===== src/ffx_pkg.sv =====
// Package of constants and types for the freeze wake and exit controller
package ffx_pkg;

    // ------------------------------------------------------------
    // Sizes
    // ------------------------------------------------------------
    localparam int NUM_PINS = 8;

    // ------------------------------------------------------------
    // Per-pin wake settings
    // ------------------------------------------------------------
    typedef enum logic [1:0] {
        WAKE_OFF    = 2'h0,
        WAKE_LOW    = 2'h1,
        WAKE_HIGH   = 2'h2,
        WAKE_CHANGE = 2'h3
    } ffx_wake_t;

    // Sequencer states, Gray along the freeze path
    typedef enum logic [2:0] {
        ST_ACTIVE = 3'h0,
        ST_WARN   = 3'h1,
        ST_FROZEN = 3'h3,
        ST_EXIT   = 3'h2,
        ST_SYNC   = 3'h6
    } ffx_state_t;

    // ------------------------------------------------------------
    // Register offsets and fields
    // ------------------------------------------------------------
    localparam logic [3:0] REG_WAKE_LO   = 4'h0;
    localparam logic [3:0] REG_WAKE_HI   = 4'h1;
    localparam logic [3:0] REG_PIN_CFG   = 4'h2;
    localparam logic [3:0] REG_MISC_CFG  = 4'h3;
    localparam logic [3:0] REG_CTRL      = 4'h4;
    localparam logic [3:0] REG_STATUS    = 4'h5;
    localparam logic [3:0] REG_PIN_LEVEL = 4'h6;

    // Pin config: [7:0] hold-last-value, [15:8] operational, [23:16] processor pin,
    // [31:24] output-only
    localparam int PC_HOLD_POS = 0;
    localparam int PC_OPER_POS = 8;
    localparam int PC_PROC_POS = 16;
    localparam int PC_OUTO_POS = 24;
    localparam int MC_STBY_POS = 0;     // 1 selects fast standby oscillator
    localparam int MC_RAM_POS  = 1;     // 1 selects sleep retention
    localparam int CT_ENTER_POS = 0;    // Write 1 requests freeze entry

    localparam logic [31:0] WAKE_RESET = 32'h0000_0000;
    localparam logic [31:0] PIN_RESET  = 32'h0000_0000;
    localparam logic [1:0]  MISC_RESET = 2'h0;

    // ------------------------------------------------------------
    // Timing at 250 MHz
    // ------------------------------------------------------------
    localparam int CLK_MHZ        = 250;
    localparam int WARN_TIME_US   = 10;
    localparam int WARN_CYCLES    = WARN_TIME_US * CLK_MHZ;   // Longest time, exact
    localparam int SETTLE_TIME_NS = 100;
    localparam int SETTLE_CYCLES  = (SETTLE_TIME_NS * CLK_MHZ + 999) / 1000;
    localparam int RESTORE_CYCLES = 4;

endpackage : ffx_pkg


===== src/ffx_freeze_exit.sv =====
// Freeze entry, pin wake combiner and exit sequencing with register port
// What this block does
// - Exit when all low and high pins meet settings, or any toggle pin changed.
// - Toggle pins latch level before entry; any later difference wakes.
// - Several toggle pins allowed; any one changing is enough (OR).
// - Signature exit only when all selected pins match at once.
// - Wake-high term met on high level, wake-low term on low level.
// - One signature may mix wake-high and wake-low pins.
// - Output-only pins never take part in the exit condition.
// - Non-waking pins float or hold last level while frozen, per pin.
// - Stay-operational option honoured only on processor subsystem pins.
// - Operational pins ignore their frozen-state setting.
// - Freeze-start warning to user logic; done flag to the processor subsystem.
// - Clock conditioner async reset driven by inverted freeze-done flag.
// - Done flag gates fabric async resets and hardened block inputs.
// - Active: 50 MHz base clock from first global, subsystem at 100 MHz.
// - Frozen: subsystem runs from 1 MHz or 50 MHz standby oscillator.
// - Frozen: RAMs held in suspend or sleep retention as configured.
// - Done flag rises before restore and falls after restore completes.
// - Aligned select 1 picks standby clock, 0 picks divided PLL clocks.
//
// The implementer's own choices: the register addresses and the address-and-strobe port.
module ffx_freeze_exit
    import ffx_pkg::*;
(
    // Clock and reset
    input  wire logic                CLK,
    input  wire logic                RST_N,
    // Register port
    input  wire logic [3:0]          ADDR,
    input  wire logic [31:0]         WDATA,
    input  wire logic                WR,
    input  wire logic                RD,
    output logic      [31:0]         RDATA,
    // Wake pins, five signals each
    input  wire logic [NUM_PINS-1:0] PIN_IN,
    input  wire logic [NUM_PINS-1:0] PIN_USER_OUT,
    input  wire logic [NUM_PINS-1:0] PIN_USER_OE,
    output logic      [NUM_PINS-1:0] PIN_OUT,
    output logic      [NUM_PINS-1:0] PIN_OE,
    // Clock system status
    input  wire logic                MAIN_PLL_LOCKED,
    // Sequencing outputs
    output logic                     FREEZE_START_WARNING,
    output logic                     FREEZE_DONE_FLAG,
    output logic                     CONDITIONER_ASYNC_RESET_N,
    output logic                     FABRIC_RESET_GATE_N,
    output logic                     FABRIC_GLOBAL_CLOCK_ENABLE,
    output logic                     ALIGNED_CLOCK_SELECT,
    output logic                     STANDBY_FAST_SELECT,
    output logic                     RAM_SLEEP_SELECT,
    output logic                     RAM_RETAIN,
    output logic                     CORE_POWER_OFF
);

    // ------------------------------------------------------------
    // Registers
    // ------------------------------------------------------------
    ffx_wake_t              wake_mode [NUM_PINS];
    logic [31:0]            wake_lo_reg, wake_hi_reg;
    logic [31:0]            pin_cfg_reg;
    logic [1:0]             misc_cfg_reg;
    logic                   enter_req_reg;
    ffx_state_t             state_reg;
    logic [15:0]            count_reg;
    logic [NUM_PINS-1:0]    snap_reg;
    logic [NUM_PINS-1:0]    last_out_reg;
    logic [NUM_PINS-1:0]    sync1_reg, sync2_reg, sync3_reg, pin_level_reg;
    logic [2:0]             lock_sync_reg;
    logic                   lock_q_reg;
    logic                   wake_seen_reg;

    // Register write side
    always_ff @(posedge CLK) begin
        if (!RST_N) begin
            wake_lo_reg  <= WAKE_RESET;
            wake_hi_reg  <= WAKE_RESET;
            pin_cfg_reg  <= PIN_RESET;
            misc_cfg_reg <= MISC_RESET;
        end else if (WR && state_reg == ST_ACTIVE) begin
            // Settings are locked outside active mode so a wake term cannot shift
            unique case (ADDR)
                REG_WAKE_LO:  wake_lo_reg  <= WDATA;
                REG_WAKE_HI:  wake_hi_reg  <= WDATA;
                REG_PIN_CFG:  pin_cfg_reg  <= WDATA;
                REG_MISC_CFG: misc_cfg_reg <= WDATA[1:0];
                default: ;
            endcase
        end
    end

    // Entry pulse; refused outside active mode so a late write cannot re-arm a freeze
    always_ff @(posedge CLK) begin
        if (!RST_N) begin
            enter_req_reg <= 1'b0;
        end else if (WR && ADDR == REG_CTRL && WDATA[CT_ENTER_POS] && state_reg == ST_ACTIVE) begin
            enter_req_reg <= 1'b1;
        end else begin
            enter_req_reg <= 1'b0;
        end
    end

    // Read data, one cycle after the strobe; unmapped reads as zero
    always_ff @(posedge CLK) begin
        if (!RST_N) begin
            RDATA <= 32'h0000_0000;
        end else if (RD) begin
            unique case (ADDR)
                REG_WAKE_LO:   RDATA <= wake_lo_reg;
                REG_WAKE_HI:   RDATA <= wake_hi_reg;
                REG_PIN_CFG:   RDATA <= pin_cfg_reg;
                REG_MISC_CFG:  RDATA <= {30'h0, misc_cfg_reg};
                REG_STATUS:    RDATA <= {24'h0, wake_seen_reg, lock_q_reg,
                                         FREEZE_DONE_FLAG, FREEZE_START_WARNING,
                                         1'b0, state_reg};
                REG_PIN_LEVEL: RDATA <= {24'h0, pin_level_reg};
                default:       RDATA <= 32'h0000_0000;
            endcase
        end else begin
            RDATA <= 32'h0000_0000;
        end
    end

    // ------------------------------------------------------------
    // Wake combiner
    // ------------------------------------------------------------
    // Two bits of mode per pin, low half in one word, high half in the other
    always_comb begin
        for (int i = 0; i < NUM_PINS; i++) begin
            wake_mode[i] = ffx_wake_t'(i < 4 ? wake_lo_reg[2*i +: 2]
                                              : wake_hi_reg[2*(i-4) +: 2]);
        end
    end

    logic [NUM_PINS-1:0] eligible, sig_member, sig_match, chg_member;
    logic                sig_term, chg_term, wake_now;

    // Combinational on raw pins: the fabric clock is stopped while frozen
    always_comb begin
        for (int i = 0; i < NUM_PINS; i++) begin
            eligible[i]   = !pin_cfg_reg[PC_OUTO_POS + i];
            sig_member[i] = eligible[i] && (wake_mode[i] == WAKE_LOW ||
                                            wake_mode[i] == WAKE_HIGH);
            sig_match[i]  = !sig_member[i] ||
                            (wake_mode[i] == WAKE_HIGH ? PIN_IN[i] : !PIN_IN[i]);
            chg_member[i] = eligible[i] && wake_mode[i] == WAKE_CHANGE;
        end
        sig_term = (|sig_member) && (&sig_match);
        chg_term = |(chg_member & (PIN_IN ^ snap_reg));
        wake_now = sig_term || chg_term;
    end

    // Pin level synchroniser; only the second and third stages are compared
    always_ff @(posedge CLK) begin
        if (!RST_N) begin
            sync1_reg     <= '0;
            sync2_reg     <= '0;
            sync3_reg     <= '0;
            pin_level_reg <= '0;
            lock_sync_reg <= 3'h0;
            lock_q_reg    <= 1'b0;
        end else begin
            sync1_reg     <= PIN_IN;
            sync2_reg     <= sync1_reg;
            sync3_reg     <= sync2_reg;
            pin_level_reg <= (sync2_reg & sync3_reg) | (pin_level_reg & (sync2_reg | sync3_reg));
            lock_sync_reg <= {lock_sync_reg[1:0], MAIN_PLL_LOCKED};
            lock_q_reg    <= &lock_sync_reg[2:1] | (lock_q_reg & |lock_sync_reg[2:1]);
        end
    end

    // Snapshot of toggle pins just before power goes, from synchronised levels
    always_ff @(posedge CLK) begin
        if (!RST_N) begin
            snap_reg <= '0;
        end else if (state_reg == ST_WARN && count_reg == 16'(WARN_CYCLES - 1)) begin
            snap_reg <= pin_level_reg;
        end
    end

    // Wake latch; the set term wins over the clear
    always_ff @(posedge CLK) begin
        if (!RST_N) begin
            wake_seen_reg <= 1'b0;
        end else if (state_reg == ST_FROZEN && wake_now) begin
            wake_seen_reg <= 1'b1;
        end else if (state_reg == ST_ACTIVE) begin
            wake_seen_reg <= 1'b0;
        end
    end

    // ------------------------------------------------------------
    // Freeze sequencer
    // ------------------------------------------------------------
    always_ff @(posedge CLK) begin
        if (!RST_N) begin
            state_reg <= ST_ACTIVE;
            count_reg <= 16'h0000;
        end else begin
            unique case (state_reg)
                ST_ACTIVE: begin
                    count_reg <= 16'h0000;
                    if (enter_req_reg) state_reg <= ST_WARN;
                end
                ST_WARN: begin
                    // User housekeeping window before power is removed
                    count_reg <= count_reg + 16'h0001;
                    if (count_reg == 16'(WARN_CYCLES - 1)) begin
                        state_reg <= ST_FROZEN;
                        count_reg <= 16'h0000;
                    end
                end
                ST_FROZEN: begin
                    if (wake_now) state_reg <= ST_EXIT;
                end
                ST_EXIT: begin
                    // Fabric restore while done flag is high
                    count_reg <= count_reg + 16'h0001;
                    if (count_reg == 16'(RESTORE_CYCLES - 1)) begin
                        state_reg <= ST_SYNC;
                        count_reg <= 16'h0000;
                    end
                end
                ST_SYNC: begin
                    // Wait for lock, select move, then settling
                    if (!lock_q_reg || ALIGNED_CLOCK_SELECT) begin
                        count_reg <= 16'h0000;
                    end else if (count_reg == 16'(SETTLE_CYCLES - 1)) begin
                        state_reg <= ST_ACTIVE;
                    end else begin
                        count_reg <= count_reg + 16'h0001;
                    end
                end
                default: state_reg <= ST_ACTIVE;
            endcase
        end
    end

    // Clock and power outputs
    always_ff @(posedge CLK) begin
        if (!RST_N) begin
            FREEZE_START_WARNING       <= 1'b0;
            FREEZE_DONE_FLAG           <= 1'b0;
            CONDITIONER_ASYNC_RESET_N  <= 1'b1;
            FABRIC_RESET_GATE_N        <= 1'b1;
            FABRIC_GLOBAL_CLOCK_ENABLE <= 1'b1;
            ALIGNED_CLOCK_SELECT       <= 1'b0;
            STANDBY_FAST_SELECT        <= 1'b0;
            RAM_SLEEP_SELECT           <= 1'b0;
            RAM_RETAIN                 <= 1'b0;
            CORE_POWER_OFF             <= 1'b0;
        end else begin
            FREEZE_START_WARNING      <= (state_reg == ST_WARN);
            FREEZE_DONE_FLAG          <= (state_reg == ST_EXIT);
            CONDITIONER_ASYNC_RESET_N <= !(state_reg == ST_EXIT);
            FABRIC_RESET_GATE_N       <= !(state_reg == ST_EXIT ||
                                           state_reg == ST_FROZEN);
            FABRIC_GLOBAL_CLOCK_ENABLE <= (state_reg == ST_ACTIVE);
            // Standby clock while frozen, back to PLL once lock is seen
            ALIGNED_CLOCK_SELECT <= (state_reg == ST_FROZEN) ||
                                    (state_reg == ST_EXIT) ||
                                    (state_reg == ST_SYNC && !lock_q_reg);
            STANDBY_FAST_SELECT <= misc_cfg_reg[MC_STBY_POS];
            RAM_SLEEP_SELECT    <= misc_cfg_reg[MC_RAM_POS];
            RAM_RETAIN          <= (state_reg == ST_FROZEN);
            CORE_POWER_OFF      <= (state_reg == ST_FROZEN);
        end
    end

    // ------------------------------------------------------------
    // Frozen pin behaviour
    // ------------------------------------------------------------
    logic [NUM_PINS-1:0] oper, frozen_now;

    // Operational only for processor subsystem pins
    assign oper       = pin_cfg_reg[PC_OPER_POS +: NUM_PINS] & pin_cfg_reg[PC_PROC_POS +: NUM_PINS];
    assign frozen_now = {NUM_PINS{state_reg == ST_FROZEN}} & ~oper;

    // Remember the driven level so hold mode can replay it
    always_ff @(posedge CLK) begin
        if (!RST_N) begin
            last_out_reg <= '0;
        end else if (state_reg == ST_ACTIVE || state_reg == ST_WARN) begin
            last_out_reg <= PIN_USER_OUT;
        end
    end

    // Wake pins are inputs while frozen; others float or hold
    always_ff @(posedge CLK) begin
        if (!RST_N) begin
            PIN_OUT <= '0;
            PIN_OE  <= '0;
        end else begin
            for (int i = 0; i < NUM_PINS; i++) begin
                if (frozen_now[i]) begin
                    PIN_OUT[i] <= last_out_reg[i];
                    PIN_OE[i]  <= pin_cfg_reg[PC_HOLD_POS + i] &&
                                  !(sig_member[i] || chg_member[i]);
                end else begin
                    PIN_OUT[i] <= PIN_USER_OUT[i];
                    PIN_OE[i]  <= PIN_USER_OE[i];
                end
            end
        end
    end

    // Active-mode clocks (50 MHz base, 100 MHz subsystem) live outside this block

endmodule : ffx_freeze_exit


===== config.mk =====
export PLATFORM = sky130hd
export DESIGN_NAME = ffx_freeze_exit
export DESIGN_NICKNAME = d
export VERILOG_FILES = /design/src/ffx_pkg.sv /design/src/ffx_freeze_exit.sv
export SDC_FILE = /design/constraint.sdc
export NUM_CORES = 1
export LEC_CHECK = 0
export ABC_AREA = 1
export BUFFER_PORTS_ARGS = -buffer_cell sky130_fd_sc_hd__buf_2
export CAP_MARGIN = 40
export CORE_MARGIN = 2
export CORE_UTILIZATION = 50
export CTS_CLUSTER_SIZE = 8
export DETAILED_ROUTE_END_ITERATION = 7
export PLACE_DENSITY_LB_ADDON = 0.12
export SYNTH_ARGS = -nofsm -noshare
export SYNTH_HDL_FRONTEND = slang
export SYNTH_SLANG_ARGS = --single-unit

===== constraint.sdc =====
create_clock -name CLK -period 2.5 [get_ports CLK]
set_input_delay 0.5 -clock CLK [delete_from_list [all_inputs] [get_ports CLK]]
set_output_delay 0.5 -clock CLK [all_outputs]
set_load 0.02 [all_outputs]

### Yosys cells after proc, flatten, opt, wreduce, memory -nomap -nowiden

Index checks and enable logic that the tools add are counted.

| storage, ports and cells | value |
|---|---|
| bits in writable memories | 0 |
| register bits | 228 |
| memories | 0 |
| latch bits | 0 |
| bits in read-only memories | 0 |
| output and inout port bits | 58 |

| cells by class | value |
|---|---|
| multiply operators | 0 |
| order comparisons | 0 |
| bitwise logic cells | 11 |
| muxes and demuxes | 40 |
| shift operators | 0 |
| div/mod/pow operators | 0 |
| reduce and logical (&&, ||, !) cells | 112 |
| equality and inequality tests | 44 |
| add/subtract/negate cells | 1 |

Operator list:

| cell | count |
|---|---|
| case mux 32 bit (6 select lines) | 1 |
| two-way mux 16 bit | 4 |
| case mux 16 bit (4 select lines) | 1 |
| AND 8 bit | 5 |
| zero test 1 bit | 35 |
| equality test 2 bit (second input constant) | 16 |
| logical AND 1 bit | 32 |
| logical OR 1 bit | 29 |
| two-way mux 1 bit | 27 |
| two-way mux 3 bit | 6 |
| adder 16 x 1 -> 16 bit (second input constant) | 1 |
| equality test 16 x 12 -> 1 bit (second input constant) | 1 |
| equality test 16 x 2 -> 1 bit (second input constant) | 1 |
| equality test 16 x 5 -> 1 bit (second input constant) | 1 |
| equality test 2 x 1 -> 1 bit (second input constant) | 8 |
| bitwise OR 8 bit | 2 |
| OR reduction 8 bit | 2 |
| case mux 3 bit (5 select lines) | 1 |
| AND reduction 2 bit | 7 |
| equality test 4 x 3 -> 1 bit (second input constant) | 3 |
| inequality test 2 bit (second input constant) | 5 |
| equality test 4 x 2 -> 1 bit (second input constant) | 2 |
| NOT 8 bit | 1 |
| AND reduction 8 bit | 1 |
| other kinds (15) | 16 |

### Depth between registers and ports, before layout

Gate-level depths: netlist of the first run.

| depth | value |
|---|---|
| word-level depth | 10 |
| gate-level depth with buffers | 12 |
| mapped depth without buffers | 12 |

### Least setup slack after synthesis of the first run

OpenSTA, ideal clock, no wires.

| timing | value |
|---|---|
| path kind | input to register |
| start | input ADDR[3] |
| end | register wake_lo_reg[18] |
| cell stages on the path | 8 |
| library setup time | 0.116 ns |
| setup slack | 0.866 ns |
| path buffers | 2 |
| data required time | 2.384 ns |
| arrival | 1.519 ns |
| cells stage by stage | nor2_1 > nand2_1 > nor2_4 > inv_2 > buf_6 > buf_2 > nor2_1 > nor2_1 |

| between the ends | value |
|---|---|
| cells in the longest elaborated chain, start to end | 2 |

Ends and longest elaborated chain:

| what | RTL line | RTL |
|---|---|---|
| from (decl) | ffx_freeze_exit.sv:30 | `input wire logic [3:0] ADDR,` |
| zero test 4 bit | ffx_freeze_exit.sv:82 | `unique case (ADDR)` |
| AND reduction 2 bit (no source line) | -- |  |
| to (signal assigned) | ffx_freeze_exit.sv:76 | `wake_lo_reg <= WAKE_RESET;` |
| to (signal assigned) | ffx_freeze_exit.sv:83 | `REG_WAKE_LO: wake_lo_reg <= WDATA;` |
| to (decl) | ffx_freeze_exit.sv:60 | `logic [31:0] wake_lo_reg, wake_hi_reg;` |

Every way passes these cells.
A chain may end at the register's enable or synchronous reset.

### Worst setup path in the final report of the first run

| timing | value |
|---|---|
| start | register count_reg[1] |
| end | register count_reg[3] |

| between the ends | value |
|---|---|
| cells in the longest elaborated chain, start to end | 4 |
| elaborated cells on any way between the ends | 11 |
| those cells by class | add/sub (1); eq/ne (4); mux (5); reduce/logical (1) |

Ends and longest elaborated chain:

| what | RTL line | RTL |
|---|---|---|
| from (decl) | ffx_freeze_exit.sv:65 | `logic [15:0] count_reg;` |
| from (signal assigned) | ffx_freeze_exit.sv:207 | `count_reg <= count_reg + 16'h0001;` |
| from (signal assigned) | ffx_freeze_exit.sv:218 | `count_reg <= count_reg + 16'h0001;` |
| from (signal assigned) | ffx_freeze_exit.sv:231 | `count_reg <= count_reg + 16'h0001;` |
| adder 16 x 1 -> 16 bit | ffx_freeze_exit.sv:207, ffx_freeze_exit.sv:218, ffx_freeze_exit.sv:231 |  |
| two-way mux 16 bit | ffx_freeze_exit.sv:228 | `end else if (count_reg == 16'(SETTLE_CYCLES - 1)) begin` |
| two-way mux 16 bit | ffx_freeze_exit.sv:226 | `if (!lock_q_reg \|\| ALIGNED_CLOCK_SELECT) begin` |
| case mux 16 bit (4 select lines) | ffx_freeze_exit.sv:200 | `unique case (state_reg)` |

Several ways; a longest one is shown, not always the timed one. The select of a mux whose other input is x is not followed.

==> results.sh, run 1 <==
export IMPL_gp_congestion=0.902
export IMPL_drtAntennaViolNets=0
export IMPL_numCtsBuffers=34
export IMPL_crit_start="count_reg[1]$_SDFFE_PN0P_"
export IMPL_clk_latency_ns=0.50
export IMPL_clk_pin_slew_ns=0.05
export IMPL_grt_overflow=0
export IMPL_synthesis_instances=1296
export IMPL_post_cts_resized=0
export IMPL_grt_use_total=0.247
export IMPL_finalSetupTns_ns=0
export IMPL_vias=8546
export IMPL_viasPerCell=5.17
export IMPL_drc=0
export IMPL_cp_end_kind="flip-flop"
export IMPL_power_frac_clock=0.446
export IMPL_rr_endpoint="count_reg[3]$_SDFFE_PN0P_"
export IMPL_die_x_um=142
export IMPL_finalSetupViolCount=0
export IMPL_p_sw_mw=2.43
export IMPL_synth_nets=1379
export IMPL_clock_skew_ns=0.0235
export IMPL_yosysSeqAreaShare=0.480
export IMPL_dp_hpwl_mm=17.3
export IMPL_grt_max_degree=52
export IMPL_ys_seq_elements=228
export IMPL_start_kind="flip-flop"
export IMPL_postCtsSetupRepairBufs=0
export IMPL_relSlewSlack=0.532
export IMPL_cp_slowest_cell="o21ai_1"
export IMPL_r2r_start="count_reg[1]$_SDFFE_PN0P_"
export IMPL_synth_edf_count=0
export IMPL_tritoncts="yes"
export IMPL_powerDensity_nw_per_um2=816
export IMPL_endpoint="count_reg[3]$_SDFFE_PN0P_"
export IMPL_rows=50
export IMPL_port_buffers=122
export IMPL_multiInputGateArea_um2=3870
export IMPL_period_share=0.795
export IMPL_p_comb_frac=0.127
export IMPL_syn_area_per_cell_um2=7.33
export IMPL_synth_warnings=0
export IMPL_die_y_um=142
export IMPL_wl_mm=24.9
export IMPL_grt_pass1_vias=7760
export IMPL_start_util=0.508
export IMPL_grt_pass1_wl_mm=39.7
export IMPL_ir_drop_mv=0.578
export IMPL_seq_area_um2=4560
export IMPL_postLayoutCellArea_um2=11200
export IMPL_outcome="completed"
export IMPL_path_class="flip-flop to flip-flop"
export IMPL_cts_sinks=228
export IMPL_synth_distinct_cells=34
export IMPL_diodes=0
export IMPL_max_freq_mhz=503
export IMPL_fp_dieArea_um2=20100
export IMPL_min_path_type="input pin to flip-flop"
export IMPL_cp_required_ns=2.87
export IMPL_total_power_mw=9.17
export IMPL_netSwitchingFraction=0.265
export IMPL_hold_viol_final=0
export IMPL_power_internal_mw=6.74
export IMPL_dpl_instance_area_um2=10300
export IMPL_r2r_cells=8
export IMPL_critPathMaxStageDelay_ns=0.47
export IMPL_worstMarginPinSlew_ns=0.701
export IMPL_num_fill_cells=1723
export IMPL_clk_path_buf_depth=3
export IMPL_p_leak_nw=5.24
export IMPL_r2r_setup_slack_ns=0.51
export IMPL_drt_pass1_iterations=5
export IMPL_syn_area_um2=9510
export IMPL_boundaryPins=123
export IMPL_avgRoutedWirePerCell_um=15.1
export IMPL_core_um2=18700
export IMPL_cp_cell_sequence="ha_1, nand3_1, nor2_1, nand2_1, nand2_1, nand3_2, o21ai_1, nor2_1"
export IMPL_cts_root_buf="clkbuf_16"
export IMPL_drtIter0Drc=494
export IMPL_htreeDepth=2
export IMPL_pwr_share_seq=0.427
export IMPL_synth_main_ff_cell="dfxtp_1"
export IMPL_cp_max_fo=11
export IMPL_maxCapViolCount=0
export IMPL_cts_hold_buf=0
export IMPL_drive_gt1_frac=0.142
export IMPL_fin_nets=1500
export IMPL_final_max_slew_viol_count=0
export IMPL_min_period_ns=1.99
export IMPL_rsz0062_at_grt="no"
export IMPL_antenna_found_initial=0
export IMPL_async_reset_ff_frac=0
export IMPL_syn_to_final_growth_pct=18.2
export IMPL_worstPathArrival_ns=2.35
## power groups by stage
stage / sequential (mW) / clock [mW] / combinational [mW]
floorplan: 4.02 / 0 / 0.769
global placement: 3.98 / 0 / 1.14
detailed placement: 3.98 / 0 / 1.15
CTS: 3.91 / 4.16 / 1.16
global route: 3.93 / 4.33 / 1.32
finish: 3.91 / 4.09 / 1.16
## cells in the final DEF, fill, tap and decap left out, types with 5 or more instances in the layout
cell / n
dfxtp_1: 228
nand2_1: 222
inv_1: 205
nor2_1: 164
o21ai_0: 139
a21oi_1: 123
buf_2: 121
nand3_1: 59
clkbuf_16: 35
o221ai_1: 24
ha_1: 18
buf_4: 17
inv_2: 6
nor2_2: 6
a221oi_1: 6
nand4_1: 6
o21ai_1: 5
nor3_1: 5
## cell families (layout without fill, tap and decap cells)
family / count (synthesis) / count (layout) / synth area share
AND/OR/NAND/NOR: 478 / 478 / 0.209
AO/OA/AOI/OAI: 304 / 304 / 0.173
buffers and inverters: 266 / 389 / 0.112
flip-flops: 228 / 228 / 0.480
adder cells (fa/ha/maj): 18 / 18 / 0.0237
XOR/XNOR: 2 / 2 / 0.00184
## final cells by class
cell class                      instances  area share
Sequential cell                       228       0.406
Multi-Input combinational cell        802       0.345
Clock buffer                           35      0.0780
Inverter                              211      0.0705
Timing Repair Buffer                  140      0.0688
Tap cell                              234      0.0261
Clock inverter                          3     0.00557
## per-layer routing
layer	vias to the layer above	wire, um	global-route usage
met5	-	0	0
met4	0	444	0.0668
met3	32	1510	0.0469
met2	233	11000	0.389
met1	3915	11900	0.348
li1	4366	-	-
## critical path: cells and delay by family (launching register included)
| family | cells | cell delay [ns] |
|---|---|---|
| simple gates | 6 | 0.79 |
| compound gates | 1 | 0.47 |
| flops | 1 | 0.37 |
| fa+ha+maj | 1 | 0.23 |
## metrics by stage
step / setup WS (ns) / hold WS, ns / util / cells
6_report: 0.512 / 0.227 / 0.601 / 1653
3_5_place_dp: 0.382 / 0.395 / 0.550 / 1615
5_1_grt: 0.293 / 0.219 / 0.601 / 1653
3_3_place_gp: 0.432 / 0.393 / 0.549 / 1614
2_1_floorplan: 0.866 / 0.390 / - / 1296
4_1_cts: 0.509 / 0.203 / 0.601 / 1653
## Yosys cell counts (18+ instances only)
library cell	n	area [um^2]
buf_2	19	95.1
nand3_1	59	295
inv_1	205	769
ha_1	18	225
dfxtp_1	228	4560
clkbuf_1	24	90.1
nor2_1	164	616
nand2_1	222	833
o221ai_1	24	210
o21ai_0	139	696
a21oi_1	123	616
## worst min path at each step
stage                           startpoint                           to  slack [ns]  cells after the start
6_report                   MAIN_PLL_LOCKED  lock_sync_reg[0]$_SDFF_PN0_        0.23                      3
5_1_grt                    MAIN_PLL_LOCKED  lock_sync_reg[0]$_SDFF_PN0_        0.22                      3
4_1_cts                    MAIN_PLL_LOCKED  lock_sync_reg[0]$_SDFF_PN0_        0.20                      3
3_5_place_dp       sync1_reg[7]$_SDFF_PN0_      sync2_reg[7]$_SDFF_PN0_        0.39                      2
3_3_place_gp       sync1_reg[7]$_SDFF_PN0_      sync2_reg[7]$_SDFF_PN0_        0.39                      2
2_1_floorplan  lock_sync_reg[0]$_SDFF_PN0_  lock_sync_reg[1]$_SDFF_PN0_        0.39                      2
Note: power is estimated with default switching activity, not from simulation.
==> run 2: changes to the inputs <==
Clock period 2.5 ns to 1.75 ns, I/O delays scaled along.
==> results.sh, run 2 (same netlist as run 1, synthesis figures left out) <==
export IMPL_final_common_cell="dfxtp_1"
export IMPL_grt_overflow=0
export IMPL_clk_pin_slew_ns=0.05
export IMPL_drt_pass1_iterations=5
export IMPL_fin_nets=1543
export IMPL_grt_pass1_wl_mm=40.6
export IMPL_cp_max_fo=16
export IMPL_syn_to_final_growth_pct=22.5
export IMPL_drtIter0Drc=563
export IMPL_total_power_mw=13.2
export IMPL_clk_path_buf_depth=3
export IMPL_maxCapViolCount=0
export IMPL_start_kind="flip-flop"
export IMPL_outcome="completed"
export IMPL_rows=50
export IMPL_grt_max_degree=58
export IMPL_max_freq_mhz=603
export IMPL_ir_drop_mv=0.815
export IMPL_core_um2=18700
export IMPL_grt_use_total=0.252
export IMPL_cts_hold_buf=0
export IMPL_diodes=0
export IMPL_dp_hpwl_mm=17.7
export IMPL_clock_skew_ns=0.00915
export IMPL_min_path_type="input pin to flip-flop"
export IMPL_rsz0062_at_grt="yes"
export IMPL_die_y_um=142
export IMPL_viasPerCell=5.10
export IMPL_drc=0
export IMPL_dpl_instance_area_um2=10600
export IMPL_p_leak_nw=5.47
export IMPL_hold_viol_final=0
export IMPL_drtAntennaViolNets=0
export IMPL_dr_max_layer_used="met4"
export IMPL_postLayoutCellArea_um2=11600
export IMPL_gp_congestion=0.882
export IMPL_clk_latency_ns=0.49
export IMPL_fp_dieArea_um2=20100
export IMPL_path_class="flip-flop to flip-flop"
export IMPL_period_share=0.947
export IMPL_final_max_slew_viol_count=0
export IMPL_port_buffers=122
export IMPL_avgRoutedWirePerCell_um=14.8
export IMPL_cts_root_buf="clkbuf_16"
export IMPL_worstMarginPinSlew_ns=0.452
export IMPL_htreeDepth=2
export IMPL_cp_required_ns=2.17
export IMPL_tritoncts="yes"
export IMPL_grt_pass1_vias=7974
export IMPL_final_cell_mix="dfxtp_1, nand2_1, inv_1, nor2_1, o21ai_0"
export IMPL_finalSetupViolCount=0
export IMPL_boundaryPins=123
export IMPL_drive_gt1_frac=0.180
export IMPL_dr_wl_met3_mm=1.36
export IMPL_powerDensity_nw_per_um2=1140
export IMPL_antenna_found_initial=0
export IMPL_route_met2_wl_mm=11.5
export IMPL_die_x_um=142
export IMPL_wl_mm=25.1
export IMPL_cp_end_kind="flip-flop"
export IMPL_cts_sinks=228
export IMPL_start_util=0.508
export IMPL_vias=8651
export IMPL_numCtsBuffers=34
export IMPL_relSlewSlack=0.698
export IMPL_min_period_ns=1.66
export IMPL_wl_met1_mm=11.8
export IMPL_worstPathArrival_ns=2.08
export IMPL_final_util=0.622
run 2: cell count changes in the layout (fill, tap and decap cells not counted), moves of 2 or more:
cell      change
nor2_1        -7
inv_1         -2
nor2_2        +5
dfxtp_1       -5
dfxtp_2       +5
buf_12        +3
buf_4        +39
nor2_4        +2
clkinv_8      -2
run 2: final cells by class:
cell class / instances / area [um^2]
Tap cell: 234 / 293
Clock inverter: 3 / 33.8
Fill cell: 1750 / 7060
Sequential cell: 228 / 4570
Clock buffer: 36 / 880
Timing Repair Buffer: 183 / 1140
Inverter: 211 / 795
Multi-Input combinational cell: 802 / 3930
run 2: routing by layer:
metal,up-vias,track usage
li1,4448,-
met1,3911,0.355
met2,259,0.404
met3,33,0.0415
met4,0,0.0637
met5,-,0
run 2: worst max-delay path, stage by stage, from the launching register on:
cell,delay [ns]
dfxtp_2,0.34
ha_1,0.16
nand3_1,0.13
buf_4,0.17
nor4b_4,0.29
nand2_1,0.10
buf_6,0.16
nand2_1,0.07
nand2_1,0.06
nor2_1,0.10
run 2: metrics by stage:
step	setup TNS (ns)	hold slack (ns)	instances	setup slack, ns
6_report	0	0.0410	1697	0.0922
5_1_grt	-0.0183	0.0894	1697	-0.0183
4_1_cts	0	0.0282	1696	0.0113
3_5_place_dp	0	0.400	1657	0.0158
3_3_place_gp	-0.0168	0.392	1657	-0.0168
2_1_floorplan	0	0.390	1296	0.214
run 2: final timing paths:
path	from	to	slack, ns	cells past startpoint
max reg2reg	count_reg[0]$_SDFFE_PN0P_	snap_reg[3]$_SDFFE_PN0P_	0.09	9
max	count_reg[0]$_SDFFE_PN0P_	snap_reg[3]$_SDFFE_PN0P_	0.09	9
min reg2reg	sync1_reg[6]$_SDFF_PN0_	sync2_reg[6]$_SDFF_PN0_	0.40	2
min	MAIN_PLL_LOCKED	lock_sync_reg[0]$_SDFF_PN0_	0.04	3
run 2: what timing repair did:
action,4_1_cts,5_1_grt
cloned,0,0
gates resized for setup,1,24
hold endpoints to repair,0,0
buffers inserted,0,1
setup endpoints to repair,1,33
run 2: where the power goes:
group | internal, mW | total [mW] | leakage, nW | switching (mW)
sequential | 5.46 | 5.58 | 1.85 | 0.126
clock | 3.54 | 5.71 | 0.451 | 2.17
combinational | 0.720 | 1.95 | 3.16 | 1.23
